$ cat src/rtl/dold_cfg.svh
// constants for the drive output level detectors
`ifndef DOLD_CFG_SVH
`define DOLD_CFG_SVH

// clock and timer base, in nanoseconds
`define DOLD_CLK_PERIOD_NS   10
`define DOLD_TICK_PERIOD_NS  10000000
`define DOLD_ZC_HOLD_NS      100000000

// "use other setting" / "hold until next start" marker value
`define DOLD_FREQ_SENTINEL   16'h270F
`define DOLD_TIME_SENTINEL   14'h270F

// scaling: band is in percent of set frequency, current is in 0.1 % of rated
`define DOLD_PCT_FULL        7'h64
`define DOLD_CUR_PER_PCT     4'hA

// terminal selection codes, non-inverted and inverted
`define DOLD_SEL_SU_POS      8'h01
`define DOLD_SEL_SU_NEG      8'h65
`define DOLD_SEL_FU_POS      8'h04
`define DOLD_SEL_FU_NEG      8'h68
`define DOLD_SEL_OC_POS      8'h0C
`define DOLD_SEL_OC_NEG      8'h70
`define DOLD_SEL_ZC_POS      8'h0D
`define DOLD_SEL_ZC_NEG      8'h71

// tick divider reset value and counter step
`define DOLD_CNT_ZERO        20'h00000
`define DOLD_CNT_ONE         20'h00001

`endif

$ cat src/rtl/dold_pkg.sv
// types shared by the drive output level detector design
package dold_pkg;
    typedef logic [15:0] dold_freq_t;   // 0.1 Hz units
    typedef logic [7:0]  dold_pct_t;    // whole percent
    typedef logic [11:0] dold_cur_t;    // 0.1 % of rated current
    typedef logic [13:0] dold_time_t;   // 10 ms ticks
    typedef logic [7:0]  dold_tsel_t;   // terminal selection code

    typedef enum logic [1:0] {
        OC_IDLE,
        OC_ACTIVE,
        OC_RETAIN,
        OC_LATCHED
    } dold_oc_state_t;

    typedef enum logic [1:0] {
        ZC_OFF,
        ZC_HOLD,
        ZC_ON
    } dold_zc_state_t;
endpackage : dold_pkg

$ cat src/rtl/dold_timer.sv
// tick-counting qualify timer: expires once run has held for limit ticks
module dold_timer #(
    parameter int W = 14
) (
    // clock and reset
    input  wire logic         core_clk,
    input  wire logic         rstn,
    // timing
    input  wire logic         tick,
    input  wire logic         run,
    input  wire logic [W-1:0] limit,
    // result
    output logic              expired
);
    logic [W-1:0] cnt_q;

    // restart as soon as the qualifying condition lapses
    always_ff @(posedge core_clk or negedge rstn)
    begin
        if (!rstn)
        begin
            cnt_q <= '0;
        end
        else if (!run)
        begin
            cnt_q <= '0;
        end
        else if (tick && (cnt_q < limit))
        begin
            cnt_q <= cnt_q + 1'b1;
        end
    end

    // a limit of zero expires in the same cycle the condition appears
    assign expired = run && (cnt_q >= limit);
endmodule : dold_timer

$ cat src/rtl/dold_top.sv
// drive output level detectors: frequency, overcurrent and zero-current flags
`include "dold_cfg.svh"

// Contract
// up_to_freq asserts when output frequency is within band of set frequency.
// band is percent of set frequency, 0 to 100, default 10.
// selection codes 1 and 101 route up_to_freq to a terminal.
// freq_reached asserts while output frequency is at or above forward threshold.
// reverse threshold used in reverse unless 9999; then forward threshold everywhere.
// selection codes 4 and 104 route freq_reached to a terminal.
// DC injection braking forces all frequency flags off.
// comparisons use output frequency before slip compensation.
// current detection only while running; stopped means no detection.
// overcurrent flag asserts after current exceeds level for the delay time.
// overcurrent level is percent of rated current, 0 to 200, default 150.
// overcurrent flag held for the retention time once asserted.
// retention 9999 holds overcurrent flag until the next start.
// action 0 keeps running; action 1 trips with overcurrent fault.
// zero_current asserts after current stays below level for the set time.
// zero-current level is percent of rated current, 0 to 200, default 5.
// selection codes 12 and 112 route the overcurrent flag to a terminal.
// selection codes 13 and 113 route zero_current to a terminal.
// zero_current stays on about 0.1 s once turned on.
// enabling trip while flag is on trips nothing until flag clears.
// non-inverted codes drive terminal active high, inverted codes active low.
// timers count a fixed tick and restart when their condition lapses.
module dold_top
#(
    parameter int TICK_CYCLES = `DOLD_TICK_PERIOD_NS / `DOLD_CLK_PERIOD_NS
) (
    // clock and reset
    input  wire logic          core_clk,
    input  wire logic          rstn,
    // drive core state
    input  wire logic          run_active,
    input  wire logic          start_cmd,
    input  wire logic          dc_brake_active,
    input  wire logic          reverse_dir,
    input  dold_pkg::dold_freq_t out_freq_raw,
    input  dold_pkg::dold_freq_t set_freq,
    input  dold_pkg::dold_cur_t  out_current,
    // frequency detection settings
    input  dold_pkg::dold_pct_t  sensitivity_band,
    input  dold_pkg::dold_freq_t forward_freq_threshold,
    input  dold_pkg::dold_freq_t reverse_freq_threshold,
    // current detection settings
    input  dold_pkg::dold_pct_t  overcurrent_level,
    input  dold_pkg::dold_time_t overcurrent_delay,
    input  dold_pkg::dold_time_t overcurrent_retention,
    input  wire logic            overcurrent_action,
    input  dold_pkg::dold_pct_t  zero_current_level,
    input  dold_pkg::dold_time_t zero_current_time,
    // terminal assignment
    input  dold_pkg::dold_tsel_t terminal_select_a,
    input  dold_pkg::dold_tsel_t terminal_select_b,
    input  dold_pkg::dold_tsel_t terminal_select_c,
    // status flags
    output logic               up_to_freq,
    output logic               freq_reached,
    output logic               overcurrent_flag,
    output logic               zero_current,
    output logic               overcurrent_fault,
    // output terminals
    output logic               term_a,
    output logic               term_b,
    output logic               term_c
);
    import dold_pkg::*;

    localparam int            TICK_W          = 20;
    localparam logic [TICK_W-1:0] TICK_LAST   = TICK_W'(TICK_CYCLES - 1);
    localparam int            ZC_HOLD_TICKS_I = `DOLD_ZC_HOLD_NS / `DOLD_TICK_PERIOD_NS;
    localparam dold_time_t    ZC_HOLD_TICKS   = dold_time_t'(ZC_HOLD_TICKS_I < 1 ? 1 : ZC_HOLD_TICKS_I);

    logic [TICK_W-1:0] tick_cnt_q;
    logic              tick_q;
    logic [23:0]       freq_diff_x100;
    logic [23:0]       band_width;
    logic [15:0]       freq_diff;
    dold_freq_t        freq_thr;
    logic              su_raw;
    logic              fu_raw;
    logic [15:0]       oc_limit;
    logic [15:0]       zc_limit;
    logic [15:0]       cur_ext;
    logic              oc_cond;
    logic              zc_cond;
    logic              oc_hit;
    logic              zc_hit;
    logic              ret_expired;
    logic              zc_hold_done;
    logic              ret_forever;
    dold_oc_state_t    oc_q;
    dold_oc_state_t    oc_d;
    dold_zc_state_t    zc_q;
    dold_zc_state_t    zc_d;
    dold_tsel_t        tsel   [3];
    logic [2:0]        term_d;

    // fixed-period tick; one-cycle enable so everything stays on core_clk
    always_ff @(posedge core_clk or negedge rstn)
    begin
        if (!rstn)
        begin
            tick_cnt_q <= `DOLD_CNT_ZERO;
            tick_q     <= 1'b0;
        end
        else if (tick_cnt_q >= TICK_LAST)
        begin
            tick_cnt_q <= `DOLD_CNT_ZERO;
            tick_q     <= 1'b1;
        end
        else
        begin
            tick_cnt_q <= tick_cnt_q + `DOLD_CNT_ONE;
            tick_q     <= 1'b0;
        end
    end

    // frequency comparisons on the uncompensated output frequency
    always_comb
    begin
        freq_diff = (out_freq_raw >= set_freq) ? (out_freq_raw - set_freq)
                                               : (set_freq - out_freq_raw);
        // cross-multiplied so no divider is needed
        freq_diff_x100 = 24'(freq_diff * `DOLD_PCT_FULL);
        band_width     = 24'(set_freq * sensitivity_band);
        su_raw         = (freq_diff_x100 <= band_width);
    end

    always_comb
    begin
        // 9999 means the forward threshold covers both directions
        if (reverse_dir && (reverse_freq_threshold != `DOLD_FREQ_SENTINEL))
        begin
            freq_thr = reverse_freq_threshold;
        end
        else
        begin
            freq_thr = forward_freq_threshold;
        end
        fu_raw = (out_freq_raw >= freq_thr);
    end

    always_ff @(posedge core_clk or negedge rstn)
    begin
        if (!rstn)
        begin
            up_to_freq   <= 1'b0;
            freq_reached <= 1'b0;
        end
        else
        begin
            up_to_freq   <= su_raw && !dc_brake_active;
            freq_reached <= fu_raw && !dc_brake_active;
        end
    end

    // current thresholds scaled from whole percent to 0.1 % units
    always_comb
    begin
        oc_limit = 16'(overcurrent_level * `DOLD_CUR_PER_PCT);
        zc_limit = 16'(zero_current_level * `DOLD_CUR_PER_PCT);
        cur_ext  = {4'h0, out_current};
        oc_cond  = run_active && (cur_ext > oc_limit);
        // a zero level turns zero-current detection off
        zc_cond  = run_active && (zero_current_level != '0) && (cur_ext < zc_limit);
        ret_forever = (overcurrent_retention == `DOLD_TIME_SENTINEL);
    end

    dold_timer #(
        .W (14)
    ) u_oc_delay (
        .core_clk (core_clk),
        .rstn     (rstn),
        .tick     (tick_q),
        .run      (oc_cond),
        .limit    (overcurrent_delay),
        .expired  (oc_hit)
    );
    dold_timer #(
        .W (14)
    ) u_oc_retain (
        .core_clk (core_clk),
        .rstn     (rstn),
        .tick     (tick_q),
        .run      (oc_q == OC_RETAIN),
        .limit    (overcurrent_retention),
        .expired  (ret_expired)
    );
    dold_timer #(
        .W (14)
    ) u_zc_time (
        .core_clk (core_clk),
        .rstn     (rstn),
        .tick     (tick_q),
        .run      (zc_cond),
        .limit    (zero_current_time),
        .expired  (zc_hit)
    );

    dold_timer #(
        .W (14)
    ) u_zc_hold (
        .core_clk (core_clk),
        .rstn     (rstn),
        .tick     (tick_q),
        .run      (zc_q == ZC_HOLD),
        .limit    (ZC_HOLD_TICKS),
        .expired  (zc_hold_done)
    );

    // overcurrent flag sequencing: detect, hold for retention, or latch to next start
    always_comb
    begin
        oc_d = oc_q;
        unique case (oc_q)
            OC_IDLE:
            begin
                if (oc_hit)
                begin
                    oc_d = OC_ACTIVE;
                end
            end
            OC_ACTIVE:
            begin
                if (!oc_hit)
                begin
                    oc_d = ret_forever ? OC_LATCHED : OC_RETAIN;
                end
            end
            OC_RETAIN:
            begin
                if (oc_hit)
                begin
                    oc_d = OC_ACTIVE;
                end
                else if (ret_expired)
                begin
                    oc_d = OC_IDLE;
                end
            end
            OC_LATCHED:
            begin
                // only a new start releases the latched flag
                if (start_cmd)
                begin
                    oc_d = OC_IDLE;
                end
            end
        endcase
    end

    always_ff @(posedge core_clk or negedge rstn)
    begin
        if (!rstn)
        begin
            oc_q             <= OC_IDLE;
            overcurrent_flag <= 1'b0;
        end
        else
        begin
            oc_q             <= oc_d;
            overcurrent_flag <= (oc_d != OC_IDLE);
        end
    end

    // trip only on the flag's rising edge, so arming the action while the
    // flag is already on has no effect until it has dropped
    always_ff @(posedge core_clk or negedge rstn)
    begin
        if (!rstn)
        begin
            overcurrent_fault <= 1'b0;
        end
        else if (overcurrent_action && !overcurrent_flag && (oc_d != OC_IDLE))
        begin
            overcurrent_fault <= 1'b1;
        end
    end

    // zero-current flag with a minimum on-time
    always_comb
    begin
        zc_d = zc_q;
        unique case (zc_q)
            ZC_OFF:
            begin
                if (zc_hit)
                begin
                    zc_d = ZC_HOLD;
                end
            end
            ZC_HOLD:
            begin
                if (zc_hold_done)
                begin
                    zc_d = zc_hit ? ZC_ON : ZC_OFF;
                end
            end
            ZC_ON:
            begin
                if (!zc_hit)
                begin
                    zc_d = ZC_OFF;
                end
            end
            default:
            begin
                zc_d = ZC_OFF;
            end
        endcase
    end

    always_ff @(posedge core_clk or negedge rstn)
    begin
        if (!rstn)
        begin
            zc_q         <= ZC_OFF;
            zero_current <= 1'b0;
        end
        else
        begin
            zc_q         <= zc_d;
            zero_current <= (zc_d != ZC_OFF);
        end
    end

    // terminal routing, one selector per terminal
    assign tsel[0] = terminal_select_a;
    assign tsel[1] = terminal_select_b;
    assign tsel[2] = terminal_select_c;

    for (genvar t = 0; t < 3; t++)
    begin : g_term
        always_comb
        begin
            unique case (tsel[t])
                `DOLD_SEL_SU_POS: term_d[t] = up_to_freq;
                `DOLD_SEL_SU_NEG: term_d[t] = !up_to_freq;
                `DOLD_SEL_FU_POS: term_d[t] = freq_reached;
                `DOLD_SEL_FU_NEG: term_d[t] = !freq_reached;
                `DOLD_SEL_OC_POS: term_d[t] = overcurrent_flag;
                `DOLD_SEL_OC_NEG: term_d[t] = !overcurrent_flag;
                `DOLD_SEL_ZC_POS: term_d[t] = zero_current;
                `DOLD_SEL_ZC_NEG: term_d[t] = !zero_current;
                // any other code drives the terminal low
                default:          term_d[t] = 1'b0;
            endcase
        end
    end

    // registered so terminals never glitch while settings change
    always_ff @(posedge core_clk or negedge rstn)
    begin
        if (!rstn)
        begin
            term_a <= 1'b0;
            term_b <= 1'b0;
            term_c <= 1'b0;
        end
        else
        begin
            term_a <= term_d[0];
            term_b <= term_d[1];
            term_c <= term_d[2];
        end
    end
endmodule : dold_top

$ cat config.mk
export PLATFORM = sky130hd
export DESIGN_NAME = dold_top
export DESIGN_NICKNAME = d
export VERILOG_FILES = /design/src/rtl/dold_pkg.sv /design/src/rtl/dold_timer.sv /design/src/rtl/dold_top.sv
export VERILOG_INCLUDE_DIRS = /design/src /design/src/rtl
export SDC_FILE = /design/constraint.sdc
export NUM_CORES = 1
export LEC_CHECK = 0
export ABC_AREA = 0
export BUFFER_PORTS_ARGS = -buffer_cell sky130_fd_sc_hd__buf_4
export CAP_MARGIN = 10
export CELL_PAD_IN_SITES_DETAIL_PLACEMENT = 0
export CELL_PAD_IN_SITES_GLOBAL_PLACEMENT = 1
export CORE_ASPECT_RATIO = 0.8
export CORE_MARGIN = 2
export CORE_UTILIZATION = 50
export CTS_CLUSTER_DIAMETER = 30
export DETAILED_ROUTE_END_ITERATION = 10
export GPL_ROUTABILITY_DRIVEN = 0
export PLACE_DENSITY = 0.87
export SLEW_MARGIN = 20
export SYNTH_ARGS = -nofsm -noshare
export SYNTH_HDL_FRONTEND = slang
export SYNTH_SLANG_ARGS = --single-unit
$ cat constraint.sdc
create_clock -name core_clk -period 4.8 [get_ports core_clk]
set_input_delay 0 -clock core_clk [delete_from_list [all_inputs] [get_ports core_clk]]
set_output_delay 0 -clock core_clk [all_outputs]
set_load 0.05 [all_outputs]
### Word level (Yosys, flattened, before mapping)

Index checks and enable logic that the tools add are counted.

| storage, ports and cells | value |
|---|---|
| bits in registers | 89 |
| input bits | 173 |
| output and inout bits | 8 |
| word-level logic and storage cells | 129 |

| cells by class | value |
|---|---|
| $add $sub $neg | 7 |
| multipliers | 4 |
| order comparisons | 14 |
| eq/ne operators | 35 |
| mux-type cells | 27 |
| reductions and logical operators | 26 |

Operator list:

| kind | count |
|---|---|
| $mux W14 | 8 |
| $eq A8 B7 Y1 const B | 12 |
| $add A14 B1 Y14 const B | 4 |
| $eq A8 B4 Y1 const B | 6 |
| $ge A14 B14 Y1 | 3 |
| $lt A14 B14 Y1 | 3 |
| $ge A16 B16 Y1 | 2 |
| $mux W16 | 2 |
| $sub A16 B16 Y16 | 2 |
| $eq A8 B1 Y1 const B | 3 |
| $eq A8 B3 Y1 const B | 3 |
| $le A23 B24 Y1 | 1 |
| $mul A16 B8 Y24 | 1 |
| $pmux W1 S8 | 3 |
| $mul A8 B3 Y11 const B | 2 |
| $mul A16 B5 Y21 const B | 1 |
| $add A20 B1 Y20 const B | 1 |
| $ge A20 B20 Y1 const B | 1 |
| $mux W20 | 1 |
| $mux W2 | 9 |
| $logic_and A1 B1 Y1 | 16 |
| $ne A16 B14 Y1 const B | 1 |
| $eq A14 B14 Y1 const B | 1 |
| $ge A14 B4 Y1 const B | 1 |
| 13 further kinds | 26 |

### Longest topological paths before layout

| logic depth | value |
|---|---|
| depth after elaboration | 8 |
| depth in mapped cells | 34 |
| gate-level depth less buffers | 33 |

### Hierarchy

Synthesis repeated with hierarchy kept, for this count alone.

| second synthesis, totals | value |
|---|---|
| cell total of the unflattened synthesis | 1872 |
| area, all modules | 15632.5 µm² |

Modules (own cells, without submodules):

| module | instances | cells an instance | area each (µm²) |
|---|---|---|---|
| dold_top | 1 | 1300 | 10842.9 |
| dold_timer | 4 | 143 | 1197.4 |

### Worst setup path before layout

OpenSTA, ideal clock, no wires.

| timing | value |
|---|---|
| kind | in2reg |
| from | in out_freq_raw[0] |
| to | reg up_to_freq |
| arrival | 5.896 ns |
| slack | -1.225 ns |
| stages | 33 |
| cell sequence | inv_1 -> ha_1 -> inv_1 -> fa_1 -> nand3_1 -> a21oi_1 -> o31ai_1 -> o2111ai_1 -> a221o_1 -> buf_4 -> buf_6 -> mux2i_1 -> xnor2_1 -> ha_1 -> ha_1 -> inv_1 -> fa_1 -> inv_1 -> ha_1 -> a211oi_1 -> nor2_1 -> o41a_1 -> a41oi_1 -> a21oi_1 -> a211o_1 -> a21oi_1 -> xnor2_1 -> ha_1 -> nand3_1 -> o21ai_0 -> a21oi_1 -> a31oi_1 -> a31oi_1 |

| on the way | value |
|---|---|
| longest elaborated chain between the ends | 5 |
| elaborated cells between the ends (all ways) | 7 |

RTL lines:

| what | RTL line | text |
|---|---|---|
| start: declaration | dold_top.sv:39 | `input dold_pkg::dold_freq_t out_freq_raw,` |
| $sub A16 B16 Y16 (tied with other cells) | dold_top.sv:124 | `: (set_freq - out_freq_raw);` |
| $mux W16 (*) | dold_top.sv:123 | `freq_diff = (out_freq_raw >= set_freq) ? (out_freq_raw - set_freq)` |
| $mul A16 B5 Y21 (no source line) (*) | n/a |  |
| $le A23 B24 Y1 (*) | dold_top.sv:128 | `su_raw = (freq_diff_x100 <= band_width);` |
| $logic_and A1 B1 Y1 (*) | dold_top.sv:154 | `up_to_freq <= su_raw && !dc_brake_active;` |
| end signal: assignment | dold_top.sv:154 |  |
| end: declaration | dold_top.sv:58 | `output logic up_to_freq,` |

Mark *: on every way between the ends. The rest lies on a longest branch, timed or not.
A chain may end at the register's enable or synchronous reset.

### Final worst setup path

Ends and elaborated chain as after synthesis.

==> flow_summary.yaml <==
power:
  p_seq_share_pct: 8.8
  fin_total_pwr_mw: 8.749
  clkPwrFrac_pct: 8.0
  leakage_nw: 9.971
  p_int_mw: 4.905
  p_switching_mw: 3.845
  swShare_pct: 43.94
  p_per_area_nw_per_um2: 469.1
  p_comb_share_pct: 83.2
  ir_drop_uv: 509.3
yosys:
  ys.flop_type: "dfrtp_1"
  syn_inst: 1732
  syn_area_per_cell_um2: 8.477
  syn_area_um2: 14680
  synth_mux_area_share_pct: 2.574
  synth_top_family_by_area: "adder cells"
  synth.top_cell.area_share_pct: 21.73
  synthTopCellsByArea: "ha_1, dfrtp_1, fa_1, inv_1, xor2_1"
  synth-edff-count: 0
  ys_seq_elements: 89
  synth_compound_area_share_pct: 14.04
  synth_simple_gate_area_share_pct: 17.97
  synth_cell_types: 69
  seq_area_frac_synth_pct: 15.17
  synthArstFlopShare_pct: 100.0
  ys_warn_count: 0
  synthAdderAreaFrac_pct: 35.30
  synth_fp_nets: 2259
  synth_xor_area_share_pct: 7.039
  synth_top_area_cell: "ha_1"
sta:
  slew_headroom_pct: 49.83
  finClkSkew_ns: 0.008077
  fin_crit_ns: 5.811
  finalHoldViolations: 0
  rsz0062_at_grt: "true"
  fmax_mhz: 172.1
  finalCritPeriodShare_pct: 121.1
  worstMarginPinSlew_ns: 0.7526
  finalSetupViolCount: 1
  maxSlewViolCount: 0
  setup_slack_ns: -1.011
  holdWs_ns: 0.01595
setup_path:
  end_kind: "flip-flop"
  slowest_stage: "fa_1"
  reg2reg_slack_ns: 2.02
  crit_fanout: 6
  crit_type: "primary input to flip-flop"
  slowest_delay_ns: 0.54
  crit_cells: 33
  timing.rr.start: "u_zc_time.cnt_q[3]"
  crit_buf_inv: 6
  cp-start-kind: "primary input"
  timing.rr.end: "u_zc_time.cnt_q[12]"
  worstRegToRegCells: 9
  crit_arrival_ns: 6.03
  critPathTopFamily: "compound AO/OA/AOI/OAI gates"
  critPathRequiredTime_ns: 5.02
route:
  ant_nets: 0
  dr_total_vias: 13270
  drc: 0
  firstDrtPassIters: 5
  wirelength_mm: 38.36
  wl_per_cell_um: 15.39
  drt_iter0_markers: 739
  routed_via_density: 5.324
cts:
  cts_root_buffer: "clkbuf_16"
  cts_max_level: 3
  cts_inserted_buffers: 9
  clk_latency_ns: 0.34
  cts.sinks: 89
  ctsLongestPathBuffers: 2
  path_clk_slew_ns: 0.06
  cts_tree: "built"
final_layout:
  drive_gt1_share_pct: 22.45
  fin_nets: 2638
  area_delta_synth_final_pct: 27.02
  instances_no_fill: 2493
  antenna_cells: 0
placement:
  hpwlAfterDp_mm: 32.38
  pre_cts_slack_ns: -1.472
  dp_cells: 2458
  port_buffers: 180
floorplan:
  core_area_um2: 29080
  die_h_um: 157.3
  start_util_pct: 50.49
  rows: 56
  die_w_um: 195.6
  dieArea_um2: 30760
  ios: 181
global_routing:
  grt_pass1_wl_mm: 63.75
  antenna_found_initial: 0
  grt_pass1_vias: 13200
  grt_usage_pct: 25.37
  grt-ovfl-total: 0
  grt_max_degree: 83
status:
  violations: "setup timing"
  status: "complete, but fails checks"
flow_run:
  drv_cap: 0
hold_path:
  hold_class: "primary input to async pin"
metrics by stage:
step           cell area (µm²)  util (%)  TNS (ns)
2_1_floorplan            14770         -   -0.8868
3_3_place_gp             17980     61.82    -1.323
3_5_place_dp             17980     61.82    -1.472
4_1_cts                  18520     63.69   -0.9222
5_1_grt                  18650     64.14    -1.240
6_report                 18650     64.14    -1.011
sequential cells by signal, indices dropped and copies added (netlist names), 2 cells and up:
| name | count |
|---|---|
| u_oc_delay.cnt_q | 14 |
| u_zc_time.cnt_q | 14 |
| zc_q | 2 |
| u_zc_hold.cnt_q | 14 |
| tick_cnt_q | 20 |
| oc_q | 2 |
| u_oc_retain.cnt_q | 14 |
per-layer routing:
metal | global-route usage [%] | routed length, µm | up-vias
met5 | 0 | 0 | -
met4 | 3.599 | 346 | 0
met3 | 2.893 | 2029 | 21
met2 | 41.11 | 16560 | 310
met1 | 37.26 | 19420 | 6316
li1 | - | - | 6626
kinds of logic (layout without fill, tap and decap cells):
logic type               Yosys count  count (layout)
buffers and inverters            298             682
XOR/XNOR                         118             118
AND/OR/NAND/NOR                  524             524
flip-flops                        89              89
adder cells (fa/ha/maj)          355             355
multiplexers                      37              37
AO/OA/AOI/OAI                    311             311
cells in the mapped netlist, drive strengths merged, types with 4 or more instances:
library cell / number
and2: 89
mux2i: 34
nand4: 36
o41ai: 6
nor2: 119
clkbuf: 30
o21bai: 15
dfrtp: 89
nand2b: 15
or3: 4
o21a: 8
nor3: 17
a2111oi: 7
o21ai: 52
xor2: 67
o221ai: 4
o31ai: 4
nand2: 130
inv: 256
nand3: 39
nor4b: 6
a31oi: 14
a21o: 53
a211oi: 13
a221oi: 4
xnor2: 51
nor3b: 4
buf: 12
a211o: 6
fa: 99
nor2b: 15
nor4: 12
ha: 255
a21oi: 95
and3: 24
worst max path at each step:
stage                  to             from
2_1_floorplan  up_to_freq  out_freq_raw[0]
3_3_place_gp   up_to_freq  out_freq_raw[0]
3_5_place_dp   up_to_freq  out_freq_raw[0]
4_1_cts        up_to_freq  out_freq_raw[0]
5_1_grt        up_to_freq  out_freq_raw[0]
6_report       up_to_freq  out_freq_raw[0]
timing repair:
| action | in CTS | in global routing |
|---|---|---|
| hold buffers | 9 | 0 |
| resized for setup | 21 | 15 |
| hold endpoints to repair | 12 | 0 |
| gates cloned | 0 | 0 |
| pin swaps | 30 | 18 |
| setup buffers | 5 | 5 |
| setup endpoints to repair | 1 | 1 |
area by class of cell:
class	instances	area (µm²)
well taps	377	471.7
multi-input cells	1345	11560
fillers	2509	10430
flip-flops and latches	89	2227
clock buffers	11	242.7
repair buffers	410	3119
clock inverters	5	55.05
inverters	256	975.9
power by group through the flow:
stage,clock (mW),sequential (mW),combinational [mW]
after CTS,0.715,0.773,7.18
final,0.701,0.772,7.28
after floorplan,0,0.800,4.55
after global placement,0,0.786,6.76
after detailed placement,0,0.787,6.99
after global routing,0.750,0.773,8.24
cells in the final DEF, fill, tap and decap left out, types with 15 or more instances in the layout:
cell / Yosys / routed
xnor2_1: 51 / 49
o21bai_1: 15 / 15
a21oi_1: 92 / 84
mux2i_1: 34 / 33
xor2_1: 67 / 65
inv_1: 256 / 252
fa_1: 99 / 98
buf_4: 2 / 396
nand3_1: 39 / 37
a21o_1: 53 / 53
nand2_1: 129 / 129
and3_1: 24 / 24
nor3_1: 17 / 17
and2_1: 88 / 88
nand2b_1: 15 / 15
dfrtp_1: 89 / 89
nor2b_1: 15 / 15
nand4_1: 35 / 35
ha_1: 255 / 243
nor2_1: 119 / 118
o21ai_0: 49 / 45
Note: power is estimated with default switching activity, not from simulation.
